===== src/rtl/mgmt_pkg.sv =====
// How it works
// - module becomes fully functional at most 2000 ms after power-on, hot plug or reset release
// - a module reset low for longer than 2 us resets the module
// - the 2-wire bus answers within 2000 ms of power-on
// - within 2000 ms data-not-ready (status byte 2 bit 0) clears and interrupt asserts
// - after module reset rises, fully functional within 2000 ms
// - low power request high enters low power within 100 us
// - an interrupt condition drives the interrupt low within 200 ms
// - receive loss of signal sets its flag and interrupt within 100 ms
// - transmit fault sets its flag and interrupt within 200 ms
// - any other condition sets its flag and interrupt within 200 ms
// - setting a mask bit inhibits its interrupt within 100 ms
// - clearing a mask bit resumes its interrupt within 100 ms
// - after module select asserts, bus transactions are answered within 100 us
// - after module select deasserts, bus transactions are ignored within 100 us
// - power override set enters low power within 100 ms
// - power override cleared returns to full function within 300 ms
// - write-started delays count from the clock fall after the stop bit
// - fully functional means interrupt asserted because data-not-ready cleared
// - the 2-wire device address is 1010000 plus the read/write bit
package mgmt_pkg;

  // -------------------------------------------------------------
  // timing
  // -------------------------------------------------------------
  localparam int CLK_HZ = 40_000_000;
  localparam int T_INIT_MS = 2000;
  localparam int INIT_CYCLES = T_INIT_MS * (CLK_HZ / 1000);
  localparam int T_RESET_MIN_US = 2;
  localparam int RESET_MIN_CYCLES = (T_RESET_MIN_US * CLK_HZ + 999_999) / 1_000_000;

  // -------------------------------------------------------------
  // 2-wire map
  // -------------------------------------------------------------
  localparam logic [6:0] DEV_ADDR = 7'h50;
  localparam logic [7:0] STATUS_BYTE = 8'h02;
  localparam logic [7:0] FLAG_BASE = 8'h03;
  localparam logic [7:0] CONTROL_BYTE = 8'h5D;
  localparam logic [7:0] MASK_BASE = 8'h64;
  localparam int NUM_GROUPS = 3;
  localparam int LANES = 4;
  localparam int NOT_READY_BIT = 0;
  localparam int OVERRIDE_BIT = 0;
  localparam int POWER_SET_BIT = 1;
  localparam logic [3:0] BITS_PER_BYTE = 4'h8;

  // -------------------------------------------------------------
  // apb map
  // -------------------------------------------------------------
  localparam logic [11:0] APB_CTRL = 12'h000;
  localparam logic [11:0] APB_EVENT = 12'h004;
  localparam logic [11:0] APB_STATUS = 12'h008;
  localparam logic [11:0] APB_MASK = 12'h00C;
  localparam int CTRL_READY_BIT = 0;
  localparam int ST_READY_BIT = 12;
  localparam int ST_INT_BIT = 13;
  localparam int ST_LP_BIT = 14;

  // synchroniser reset levels: reset_n, select_n, scl, sda idle high
  localparam int SYNC_W = 17;
  localparam logic [SYNC_W-1:0] SYNC_RESET = 17'h1E000;

  typedef struct packed {
    logic [3:0] other;
    logic [3:0] tx_fault;
    logic [3:0] los;
  } cond_s;

  typedef enum logic [8:0] {
    S_IDLE    = 9'h001,
    S_DEV     = 9'h002,
    S_DEV_ACK = 9'h004,
    S_REG     = 9'h008,
    S_REG_ACK = 9'h010,
    S_WR      = 9'h020,
    S_WR_ACK  = 9'h040,
    S_RD      = 9'h080,
    S_RD_ACK  = 9'h100
  } link_state_e;

endpackage


===== src/rtl/module_mgmt_status_timing.sv =====
module module_mgmt_status_timing #(
  parameter int INIT_CYCLES_P = mgmt_pkg::INIT_CYCLES,
  parameter int RESET_MIN_P = mgmt_pkg::RESET_MIN_CYCLES
) (
  input wire logic CLOCK,
  input wire logic RST_N,
  input wire logic PSEL,
  input wire logic PENABLE,
  input wire logic PWRITE,
  input wire logic [11:0] PADDR,
  input wire logic [31:0] PWDATA,
  output logic [31:0] PRDATA,
  output logic PREADY,
  output logic PSLVERR,
  input wire logic MODULE_RESET_N,
  input wire logic MODULE_SELECT_N,
  input wire logic LOW_POWER_REQUEST,
  input wire logic SCL,
  input wire logic SDA_IN,
  output logic SDA_OUT,
  output logic SDA_OE,
  input wire mgmt_pkg::cond_s CONDITION,
  output logic INTERRUPT_REQUEST_N,
  output logic LOW_POWER
);

  localparam int IW = $clog2(INIT_CYCLES_P + 1);
  localparam int RW = $clog2(RESET_MIN_P + 1);
  if (INIT_CYCLES_P < 1 || RESET_MIN_P < 1)
  begin : g_bad_param
    $error("counts must be at least one cycle");
  end

  // -------------------------------------------------------------
  // input synchronisers
  // -------------------------------------------------------------
  logic [mgmt_pkg::SYNC_W-1:0] sync1, sync2, raw;
  assign raw = {MODULE_RESET_N, MODULE_SELECT_N, SCL, SDA_IN, LOW_POWER_REQUEST, CONDITION};

  genvar gs;
  for (gs = 0; gs < mgmt_pkg::SYNC_W; gs++)
  begin : g_sync
    always_ff @(posedge CLOCK)
    begin
      if (!RST_N)
      begin
        sync1[gs] <= mgmt_pkg::SYNC_RESET[gs];
        sync2[gs] <= mgmt_pkg::SYNC_RESET[gs];
      end
      else
      begin
        sync1[gs] <= raw[gs];
        sync2[gs] <= sync1[gs];
      end
    end
  end

  mgmt_pkg::cond_s cond;
  logic lp_req, sda_s, scl_s, sel_n_s, mr_n_s;
  assign {mr_n_s, sel_n_s, scl_s, sda_s, lp_req, cond} = sync2;

  // -------------------------------------------------------------
  // module reset pulse filter
  // -------------------------------------------------------------
  logic [RW-1:0] low_cnt;
  logic module_rst, srst;
  always_ff @(posedge CLOCK)
  begin
    if (!RST_N || mr_n_s)
      low_cnt <= '0;
    else if (low_cnt != RW'(RESET_MIN_P))
      low_cnt <= low_cnt + 1'b1;
  end

  // only a low level that outlasts the minimum pulse counts as a reset
  assign module_rst = (low_cnt == RW'(RESET_MIN_P));
  assign srst = !RST_N || module_rst;

  // -------------------------------------------------------------
  // apb slave
  // -------------------------------------------------------------
  logic fw_ready, apb_wr, apb_setup_rd, mapped, ready, int_act;
  logic [3:0] event_set;
  logic [31:0] apb_word;
  logic [3:0] flags [mgmt_pkg::NUM_GROUPS];
  logic [3:0] masks [mgmt_pkg::NUM_GROUPS];
  assign mapped = (PADDR == mgmt_pkg::APB_CTRL) || (PADDR == mgmt_pkg::APB_EVENT)
               || (PADDR == mgmt_pkg::APB_STATUS) || (PADDR == mgmt_pkg::APB_MASK);
  assign apb_wr = PSEL && PENABLE && PWRITE && mapped;
  assign apb_setup_rd = PSEL && !PENABLE && !PWRITE;
  assign PREADY = 1'b1;
  assign PSLVERR = PSEL && PENABLE && !mapped;

  always_comb
  begin
    apb_word = '0;
    case (PADDR)
      mgmt_pkg::APB_CTRL: apb_word[mgmt_pkg::CTRL_READY_BIT] = fw_ready;
      mgmt_pkg::APB_STATUS:
      begin
        apb_word[mgmt_pkg::ST_READY_BIT-1:0] = {flags[2], flags[1], flags[0]};
        apb_word[mgmt_pkg::ST_READY_BIT] = ready;
        apb_word[mgmt_pkg::ST_INT_BIT] = int_act;
        apb_word[mgmt_pkg::ST_LP_BIT] = LOW_POWER;
      end
      mgmt_pkg::APB_MASK: apb_word[mgmt_pkg::ST_READY_BIT-1:0] = {masks[2], masks[1], masks[0]};
      default: apb_word = '0;
    endcase
  end

  // read data is captured in the setup cycle so the access phase needs no wait
  always_ff @(posedge CLOCK)
  begin
    if (!RST_N)
      PRDATA <= '0;
    else if (apb_setup_rd)
      PRDATA <= apb_word;
  end

  always_ff @(posedge CLOCK)
  begin
    if (!RST_N)
      fw_ready <= 1'b0;
    else if (apb_wr && PADDR == mgmt_pkg::APB_CTRL)
      fw_ready <= PWDATA[mgmt_pkg::CTRL_READY_BIT];
  end
  always_ff @(posedge CLOCK)
  begin
    if (!RST_N || !(apb_wr && PADDR == mgmt_pkg::APB_EVENT))
      event_set <= '0;
    else
      event_set <= PWDATA[3:0];
  end

  // -------------------------------------------------------------
  // initialisation
  // -------------------------------------------------------------
  logic [IW-1:0] init_cnt;
  logic init_done, init_flag, status_clr;
  // firmware may declare monitor data ready early; the timer is the backstop
  assign init_done = (init_cnt == IW'(INIT_CYCLES_P - 1)) || fw_ready;

  always_ff @(posedge CLOCK)
  begin
    if (srst)
      init_cnt <= '0;
    else if (!ready)
      init_cnt <= init_cnt + 1'b1;
  end

  always_ff @(posedge CLOCK)
  begin
    if (srst)
      ready <= 1'b0;
    else if (init_done)
      ready <= 1'b1;
  end

  // the ready transition raises the interrupt; reading status byte 2 clears it
  always_ff @(posedge CLOCK)
  begin
    if (srst)
      init_flag <= 1'b0;
    else
      init_flag <= (!ready && init_done) || (init_flag && !status_clr);
  end

  // -------------------------------------------------------------
  // 2-wire slave
  // -------------------------------------------------------------
  mgmt_pkg::link_state_e state;
  logic scl_d, sda_d, scl_rise, scl_fall, start_det, stop_det, selected;
  logic rw, rd_load, wr_strobe;
  logic [3:0] bitcnt;
  logic [7:0] shift, tx, ptr, rd_byte;
  logic [1:0] pwr_ctl;
  function automatic logic byte_hit(input logic [7:0] addr, input logic [7:0] base,
                                    input int g);
    byte_hit = (addr == base + 8'(g));
  endfunction

  always_ff @(posedge CLOCK)
  begin
    if (!RST_N)
    begin
      scl_d <= 1'b1;
      sda_d <= 1'b1;
    end
    else
    begin
      scl_d <= scl_s;
      sda_d <= sda_s;
    end
  end

  assign scl_rise = scl_s && !scl_d;
  assign scl_fall = !scl_s && scl_d;
  assign start_det = scl_s && scl_d && sda_d && !sda_s;
  assign stop_det = scl_s && scl_d && !sda_d && sda_s;
  assign selected = !sel_n_s;
  assign wr_strobe = scl_fall && state == mgmt_pkg::S_WR && bitcnt == mgmt_pkg::BITS_PER_BYTE;
  assign rd_load = scl_fall && ((state == mgmt_pkg::S_DEV_ACK && rw)
                 || state == mgmt_pkg::S_RD_ACK);
  assign status_clr = rd_load && ptr == mgmt_pkg::STATUS_BYTE;

  always_comb
  begin
    rd_byte = '0;
    if (ptr == mgmt_pkg::STATUS_BYTE)
      rd_byte[mgmt_pkg::NOT_READY_BIT] = !ready;
    if (ptr == mgmt_pkg::CONTROL_BYTE)
      rd_byte = {6'h00, pwr_ctl};
    for (int g = 0; g < mgmt_pkg::NUM_GROUPS; g++)
    begin
      if (byte_hit(ptr, mgmt_pkg::FLAG_BASE, g))
        rd_byte = {4'h0, flags[g]};
      if (byte_hit(ptr, mgmt_pkg::MASK_BASE, g))
        rd_byte = {4'h0, masks[g]};
    end
  end

  // bits are sampled on scl rise and the data line moves only after scl falls
  always_ff @(posedge CLOCK)
  begin
    if (srst)
    begin
      state <= mgmt_pkg::S_IDLE;
      bitcnt <= '0;
      shift <= '0;
      tx <= '0;
      ptr <= '0;
      rw <= 1'b0;
      SDA_OE <= 1'b0;
    end
    else if (!selected || stop_det)
    begin
      state <= mgmt_pkg::S_IDLE;
      SDA_OE <= 1'b0;
    end
    else if (start_det)
    begin
      state <= mgmt_pkg::S_DEV;
      bitcnt <= '0;
      SDA_OE <= 1'b0;
    end
    else
    begin
      case (state)
        mgmt_pkg::S_DEV, mgmt_pkg::S_REG, mgmt_pkg::S_WR:
        begin
          if (scl_rise)
          begin
            shift <= {shift[6:0], sda_s};
            bitcnt <= bitcnt + 1'b1;
          end
          else if (scl_fall && bitcnt == mgmt_pkg::BITS_PER_BYTE)
          begin
            bitcnt <= '0;
            SDA_OE <= 1'b1;
            if (state == mgmt_pkg::S_DEV)
            begin
              if (shift[7:1] == mgmt_pkg::DEV_ADDR)
              begin
                rw <= shift[0];
                state <= mgmt_pkg::S_DEV_ACK;
              end
              else
              begin
                SDA_OE <= 1'b0;
                state <= mgmt_pkg::S_IDLE;
              end
            end
            else if (state == mgmt_pkg::S_REG)
            begin
              ptr <= shift;
              state <= mgmt_pkg::S_REG_ACK;
            end
            else
            begin
              ptr <= ptr + 1'b1;
              state <= mgmt_pkg::S_WR_ACK;
            end
          end
        end
        mgmt_pkg::S_DEV_ACK, mgmt_pkg::S_REG_ACK, mgmt_pkg::S_WR_ACK, mgmt_pkg::S_RD_ACK:
        begin
          // a not-acknowledge ends a read; an acknowledge loads the next byte
          if (state == mgmt_pkg::S_RD_ACK && scl_rise && sda_s)
            state <= mgmt_pkg::S_IDLE;
          else if (rd_load)
          begin
            tx <= rd_byte;
            ptr <= ptr + 1'b1;
            SDA_OE <= !rd_byte[7];
            bitcnt <= '0;
            state <= mgmt_pkg::S_RD;
          end
          else if (scl_fall)
          begin
            SDA_OE <= 1'b0;
            state <= (state == mgmt_pkg::S_DEV_ACK) ? mgmt_pkg::S_REG : mgmt_pkg::S_WR;
          end
        end
        mgmt_pkg::S_RD:
        begin
          if (scl_rise)
            bitcnt <= bitcnt + 1'b1;
          else if (scl_fall && bitcnt == mgmt_pkg::BITS_PER_BYTE)
          begin
            SDA_OE <= 1'b0;
            state <= mgmt_pkg::S_RD_ACK;
          end
          else if (scl_fall)
          begin
            tx <= {tx[6:0], 1'b0};
            SDA_OE <= !tx[6];
          end
        end
        default: state <= mgmt_pkg::S_IDLE;
      endcase
    end
  end

  // open drain: the line is only ever pulled low
  assign SDA_OUT = 1'b0;

  // -------------------------------------------------------------
  // masks and power control
  // -------------------------------------------------------------
  // writes take effect at the acknowledge of each data byte, well ahead of
  // the stop bit, so any bound counted from after the stop is met
  always_ff @(posedge CLOCK)
  begin
    if (srst)
      pwr_ctl <= '0;
    else if (wr_strobe && ptr == mgmt_pkg::CONTROL_BYTE)
      pwr_ctl <= shift[1:0];
  end

  genvar gm;
  for (gm = 0; gm < mgmt_pkg::NUM_GROUPS; gm++)
  begin : g_mask
    always_ff @(posedge CLOCK)
    begin
      if (srst)
        masks[gm] <= '0;
      else if (wr_strobe && byte_hit(ptr, mgmt_pkg::MASK_BASE, gm))
        masks[gm] <= shift[mgmt_pkg::LANES-1:0];
    end
  end

  always_ff @(posedge CLOCK)
  begin
    if (!RST_N)
      LOW_POWER <= 1'b0;
    else if (pwr_ctl[mgmt_pkg::OVERRIDE_BIT])
      LOW_POWER <= pwr_ctl[mgmt_pkg::POWER_SET_BIT];
    else
      LOW_POWER <= lp_req;
  end

  // -------------------------------------------------------------
  // latched flags and interrupt
  // -------------------------------------------------------------
  logic [3:0] set_v [mgmt_pkg::NUM_GROUPS];
  assign set_v[0] = cond.los;
  assign set_v[1] = cond.tx_fault;
  assign set_v[2] = cond.other | event_set;

  genvar gf;
  for (gf = 0; gf < mgmt_pkg::NUM_GROUPS; gf++)
  begin : g_flag
    logic clr;
    assign clr = rd_load && byte_hit(ptr, mgmt_pkg::FLAG_BASE, gf);
    // a condition still present at the clearing read sets the flag again
    always_ff @(posedge CLOCK)
    begin
      if (srst)
        flags[gf] <= '0;
      else
        flags[gf] <= set_v[gf] | (flags[gf] & {mgmt_pkg::LANES{!clr}});
    end
  end

  assign int_act = init_flag || |((flags[0] & ~masks[0]) | (flags[1] & ~masks[1])
                 | (flags[2] & ~masks[2]));

  always_ff @(posedge CLOCK)
  begin
    if (!RST_N)
      INTERRUPT_REQUEST_N <= 1'b1;
    else
      INTERRUPT_REQUEST_N <= !int_act;
  end

endmodule


===== config.mk =====
export PLATFORM = sky130hd
export DESIGN_NAME = module_mgmt_status_timing
export DESIGN_NICKNAME = d
export VERILOG_FILES = /design/src/rtl/mgmt_pkg.sv /design/src/rtl/module_mgmt_status_timing.sv
export SDC_FILE = /design/constraint.sdc
export NUM_CORES = 1
export LEC_CHECK = 0
export BUFFER_PORTS_ARGS = -buffer_cell sky130_fd_sc_hd__buf_2
export CAP_MARGIN = 20
export CORE_MARGIN = 2
export CORE_UTILIZATION = 45
export DETAILED_ROUTE_END_ITERATION = 6
export PLACE_DENSITY = 0.72
export SLEW_MARGIN = 20
export SYNTH_ARGS = -nofsm -noshare
export SYNTH_HDL_FRONTEND = slang
export SYNTH_SLANG_ARGS = --single-unit

===== constraint.sdc =====
create_clock -name CLOCK -period 2.8 [get_ports CLOCK]
set_input_delay 0.7 -clock CLOCK [delete_from_list [all_inputs] [get_ports CLOCK]]
set_output_delay 0.7 -clock CLOCK [all_outputs]
set_load 0.02 [all_outputs]

Word-level counts from Yosys, hierarchy flattened
Memories as Yosys holds them, arrays and structs flattened.
Index checks and enable logic that the tools add are counted.

storage, ports and cells
  flip-flop bits (word level) = 134
  RAM bits = 24
  input bits = 66
  output and inout bits = 38
  logic and storage cells = 281
  memories kept = 2

memory list
  name   words  width  read ports  clocked after memory_dff  write ports  RTL line                         source
  flags  3      4      3           0                         3            module_mgmt_status_timing.sv:85  logic [3:0] flags [mgmt_pkg::NUM_GROUPS];
  masks  3      4      3           0                         3            module_mgmt_status_timing.sv:86  logic [3:0] masks [mgmt_pkg::NUM_GROUPS];

cells by class
  $add $sub $neg = 4
  equal/unequal tests = 45
  multiplexer cells = 74
  bitwise logic cells = 24
  reductions and logical operators = 78

operator list
  operator                                              number
  two-way mux 8 bit                                     12
  two-way mux 9 bit                                     8
  two-way mux 4 bit                                     12
  two-way mux 7 bit                                     6
  equality test 8 x 7 -> 1 bit, second input constant   4
  logical AND 1 bit                                     32
  adder 27 x 1 -> 27 bit, second input constant         1
  equality test 27 bit, second input constant           1
  inequality test 3 bit, second input constant          9
  case mux 9 bit (3 select lines)                       1
  AND 4 bit                                             6
  equality test 12 x 4 -> 1 bit, second input constant  2
  two-way mux 1 bit                                     24
  OR 4 bit                                              6
  case mux 11 bit (2 select lines)                      1
  inequality test 2 bit, second input constant          9
  zero test 1 bit                                       17
  equality test 8 x 2 -> 1 bit, second input constant   2
  equality test 8 x 3 -> 1 bit, second input constant   2
  case mux 8 bit (2 select lines)                       1
  AND reduction 8 bit                                   2
  equality test 7 bit, second input constant            2
  case mux 7 bit (2 select lines)                       1
  AND reduction 7 bit                                   2
  other kinds (35)                                      62

Longest topological paths before layout
  depth in word-level cells = 13
  mapped depth = 9
  gate-level depth less buffers = 8

Worst setup path before layout
Ideal clock, no wire load.

  path type = flip-flop to flip-flop
  start = reg scl_d
  end = mem masks[1][0], enable pin
  library setup time = 0.361 ns
  arrival time = 1.944 ns
  required time = 2.439 ns
  slack = 0.495 ns
  stages on the path, launching flop included = 6
  path buffers = 1
  period minus slack after synthesis = 2.305 ns
  path through = dfxtp_1 -> nand2b_4 -> or3_1 -> or4_1 -> clkbuf_1 -> o21ai_0

RTL lines
  element                   RTL line                          source
  start: declaration        module_mgmt_status_timing.sv:172  logic scl_d, sda_d, scl_rise, scl_fall, start_det, stop_det, selected;
  start signal: assignment  module_mgmt_status_timing.sv:191  scl_d <= scl_s;
  end: declaration          module_mgmt_status_timing.sv:86

==> results.yml <==
outcome:
  status: "finished, final reports clean"
setup_path:
  path_buf_inv: 0
  worstPathArrival_ps: 2840
  reg2reg_to: "masks[0][3]"
  path_depth: 5
  r2r_slack_ps: 250
  end_kind: "flip-flop"
  cpPeakStageDelay_ps: 700
  slowest_stage: "or4_1"
  cp_data_required_time_ps: 3100
  path_cells: "nor4_1 > nand2_1 > or4_1 > nor3_1 > and2_1"
  worstSetupStartpointType: "flip-flop"
  worstReg2RegStart: "state[6]"
  critPathMaxFanout: 9
  reg2regPathDepth: 5
  crit_family: "simple AND/OR/NAND/NOR gates"
  path_class: "flip-flop to flip-flop"
clock_tree:
  cts_buffers: 17
  clk_transition_reported_paths_ps: 70
  cts_buffer_depth: 2
  post_cts_resized: 0
  ctsHoldBuffers: 0
  cts_tree: "built"
  htree_levels: 4
  post-cts-setup-buffers: 0
  clk_latency_ps: 430
  clkSinkCount: 158
  root_buffer: "clkbuf_16"
finish:
  drive_above_1_share_pct: 14.3
  multi_input_area_sq_um: 3690
  ff_latch_area_sq_um: 3280
  stdcell_area_sq_um: 8380
  area_delta_synth_final_pct: 14.4
  n_fill_cell: 1454
  mostFrequentLayoutCell: "dfxtp_1"
  layout_common_cells: "dfxtp_1 (146), nor2_1 (84), nand2_1 (60), and2_1 (57), buf_2 (56)"
  final_cells: 1113
  nets: 958
synthesis:
  yosysTopAreaCellShare_pct: 39.9
  yosys-top-cells-area: "dfxtp_1 (40%), edfxtp_1 (4.9%), and2_1 (4.9%), nor2_1 (4.3%), mux2i_1 (3.7%)"
  synthCells: 831
  synth_cell_types: 75
  syn_avg_cell_area_sq_um: 8.81
  ys_async_sr_fraction_pct: 0
  synth-seq-cells: 158
  ys.flop_type: "dfxtp_1"
  synth_area_sq_um: 7320
  synth_edf_count: 12
  yosys_warnings: 0
  yosys.area.top_type: "dfxtp_1"
  ys_seq_area_share_pct: 44.8
floorplanning:
  rows: 46
  die_area_sq_um: 17300
  start_util_pct: 46.1
  fp.dieW_um: 132
  die_y_um: 132
  ios: 104
  fp.coreArea_sq_um: 15900
route:
  dr.pass1.iters: 5
  first_iter_violations: 438
  antenna_left: 0
  via_count: 5973
  routed_wl_um: 16600
  post_drt_wl_per_cell_um: 14.9
  post_drt_via_cell_ratio: 5.37
  drcViolationCount: 0
placement:
  hpwlAfterDp_um: 11800
  dp.cells: 1080
  placed_area_sq_um: 7780
  place_congestion: 0.887
  place.port_buffers: 56
power_and_ir_drop:
  leakagePower_uw: 0.00316
  power.switching_uw: 1220
  seq_power_share_pct: 48.8
  internal_power_uw: 3600
  p_per_area_nw_per_um2: 575
  swShare_pct: 25.3
  power_frac_comb_pct: 4.0
  clock_power_share_pct: 47.2
  peakVddDrop_mv: 0.430
sta:
  fmax_mhz: 393
  fin_skew_ps: 7.25
  fin_crit_sh_pct: 91.0
  maxSlewHeadroom_pct: 60.3
  period_minus_slack_ps: 2550
  whs_ps: 405
  setup_viol_count_final: 0
  finalHoldViolCount: 0
  finalSetupTns_ps: 0
  rsz0062_at_grt: "false"
  report.final.slew_viol_count: 0
  worst-slew-pin-transition_ps: 595
grt:
  antenna_found_initial: 1
  gr-usage-all-layers_pct: 19.4
  overflow: 0
  first_global_vias: 5539
  grt_pass1_wl_um: 27300
  grt_max_degree: 57
hold_path:
  min_from: "sync1[15]"
  hold_class: "flip-flop to flip-flop"
  hold_end: "sel_n_s"
  min_delay_path_depth: 1
job:
  maxCapViolCount: 0
[stage by stage]
step | util (%) | worst slack [ps] | total power [uW]
floorplan | - | 495 | 2540
global placement | 49.0 | 350 | 2590
detailed placement | 49.0 | 331 | 2600
CTS | 52.7 | 256 | 4860
global route | 52.7 | 39.8 | 4990
finish | 52.7 | 253 | 4820
[cell type report]
class / instances / area share, %
Antenna cell: 1 / 0.0299
Timing Repair Buffer: 74 / 5.11
Clock buffer: 17 / 5.08
Tap cell: 216 / 3.23
Multi-Input combinational cell: 603 / 44.1
Sequential cell: 158 / 39.2
Clock inverter: 15 / 2.02
Inverter: 29 / 1.30
[power groups by stage]
stage          logic [uW]  registers [uW]  clock network, uW
5_1_grt               213            2360               2420
6_report              194            2350               2270
3_5_place_dp          194            2400                  0
2_1_floorplan         148            2390                  0
4_1_cts               195            2350               2320
3_3_place_gp          190            2400                  0
[kinds of logic after synthesis]
kind of cell             synth area share, %
multiplexers                            3.84
adder cells (fa/ha/maj)                 1.54
buffers and inverters                   5.69
other                                  0.103
AND/OR/NAND/NOR                         26.6
flip-flops                              44.8
AO/OA/AOI/OAI                           13.6
XOR/XNOR                                3.83
[worst max path at each step]
stage,start,endpoint,slack [ps]
6_report,state[6],masks[0][3],250
5_1_grt,state[6],masks[0][0],40
4_1_cts,state[6],masks[0][3],260
3_5_place_dp,state[6],masks[0][3],330
3_3_place_gp,state[6],masks[0][0],350
2_1_floorplan,scl_d,masks[1][0],490
[layer usage]
metal,vias to the layer above,track usage (%),routed length [um]
met5,-,0,0
met4,0,6.46,199
met3,18,4.59,702
met2,156,30.0,7680
met1,2807,26.6,7980
li1,2992,-,-
[state kept, by name, summed over array words and instances (netlist names), 4 cells and up]
name,cells
event_set,4
tx,7
PRDATA,15
low_cnt,7
bitcnt,4
state,9
cond,12
masks,12
sync1,17
flags,12
ptr,8
init_cnt,27
shift,8
[synthesized netlist by cell type (4+ instances only)]
cell type,number
dfxtp_1,146
nor2_1,84
nand2_1,61
and2_1,57
a21oi_1,45
o21ai_0,39
nand3_1,33
clkbuf_1,32
inv_1,29
mux2i_1,27
nor3_1,23
buf_4,19
xnor2_1,16
xor2_1,16
nand2b_1,15
nand4_1,13
edfxtp_1,12
nor2b_1,12
nor4_1,12
or3_1,12
and3_1,9
ha_1,9
a211oi_1,8
o22ai_1,6
a22oi_1,5
o211ai_1,4
o21a_1,4
o31ai_1,4
o32ai_1,4
or2_2,4
or4_1,4
or4b_2,4
[worst reg2reg max path, stage by stage (launching register included)]
cell and delay, ps:
dfxtp_1 410, nor4_1 500, nand2_1 230, or4_1 700, nor3_1 410, and2_1 180
Note: power is estimated with default switching activity, not from simulation.
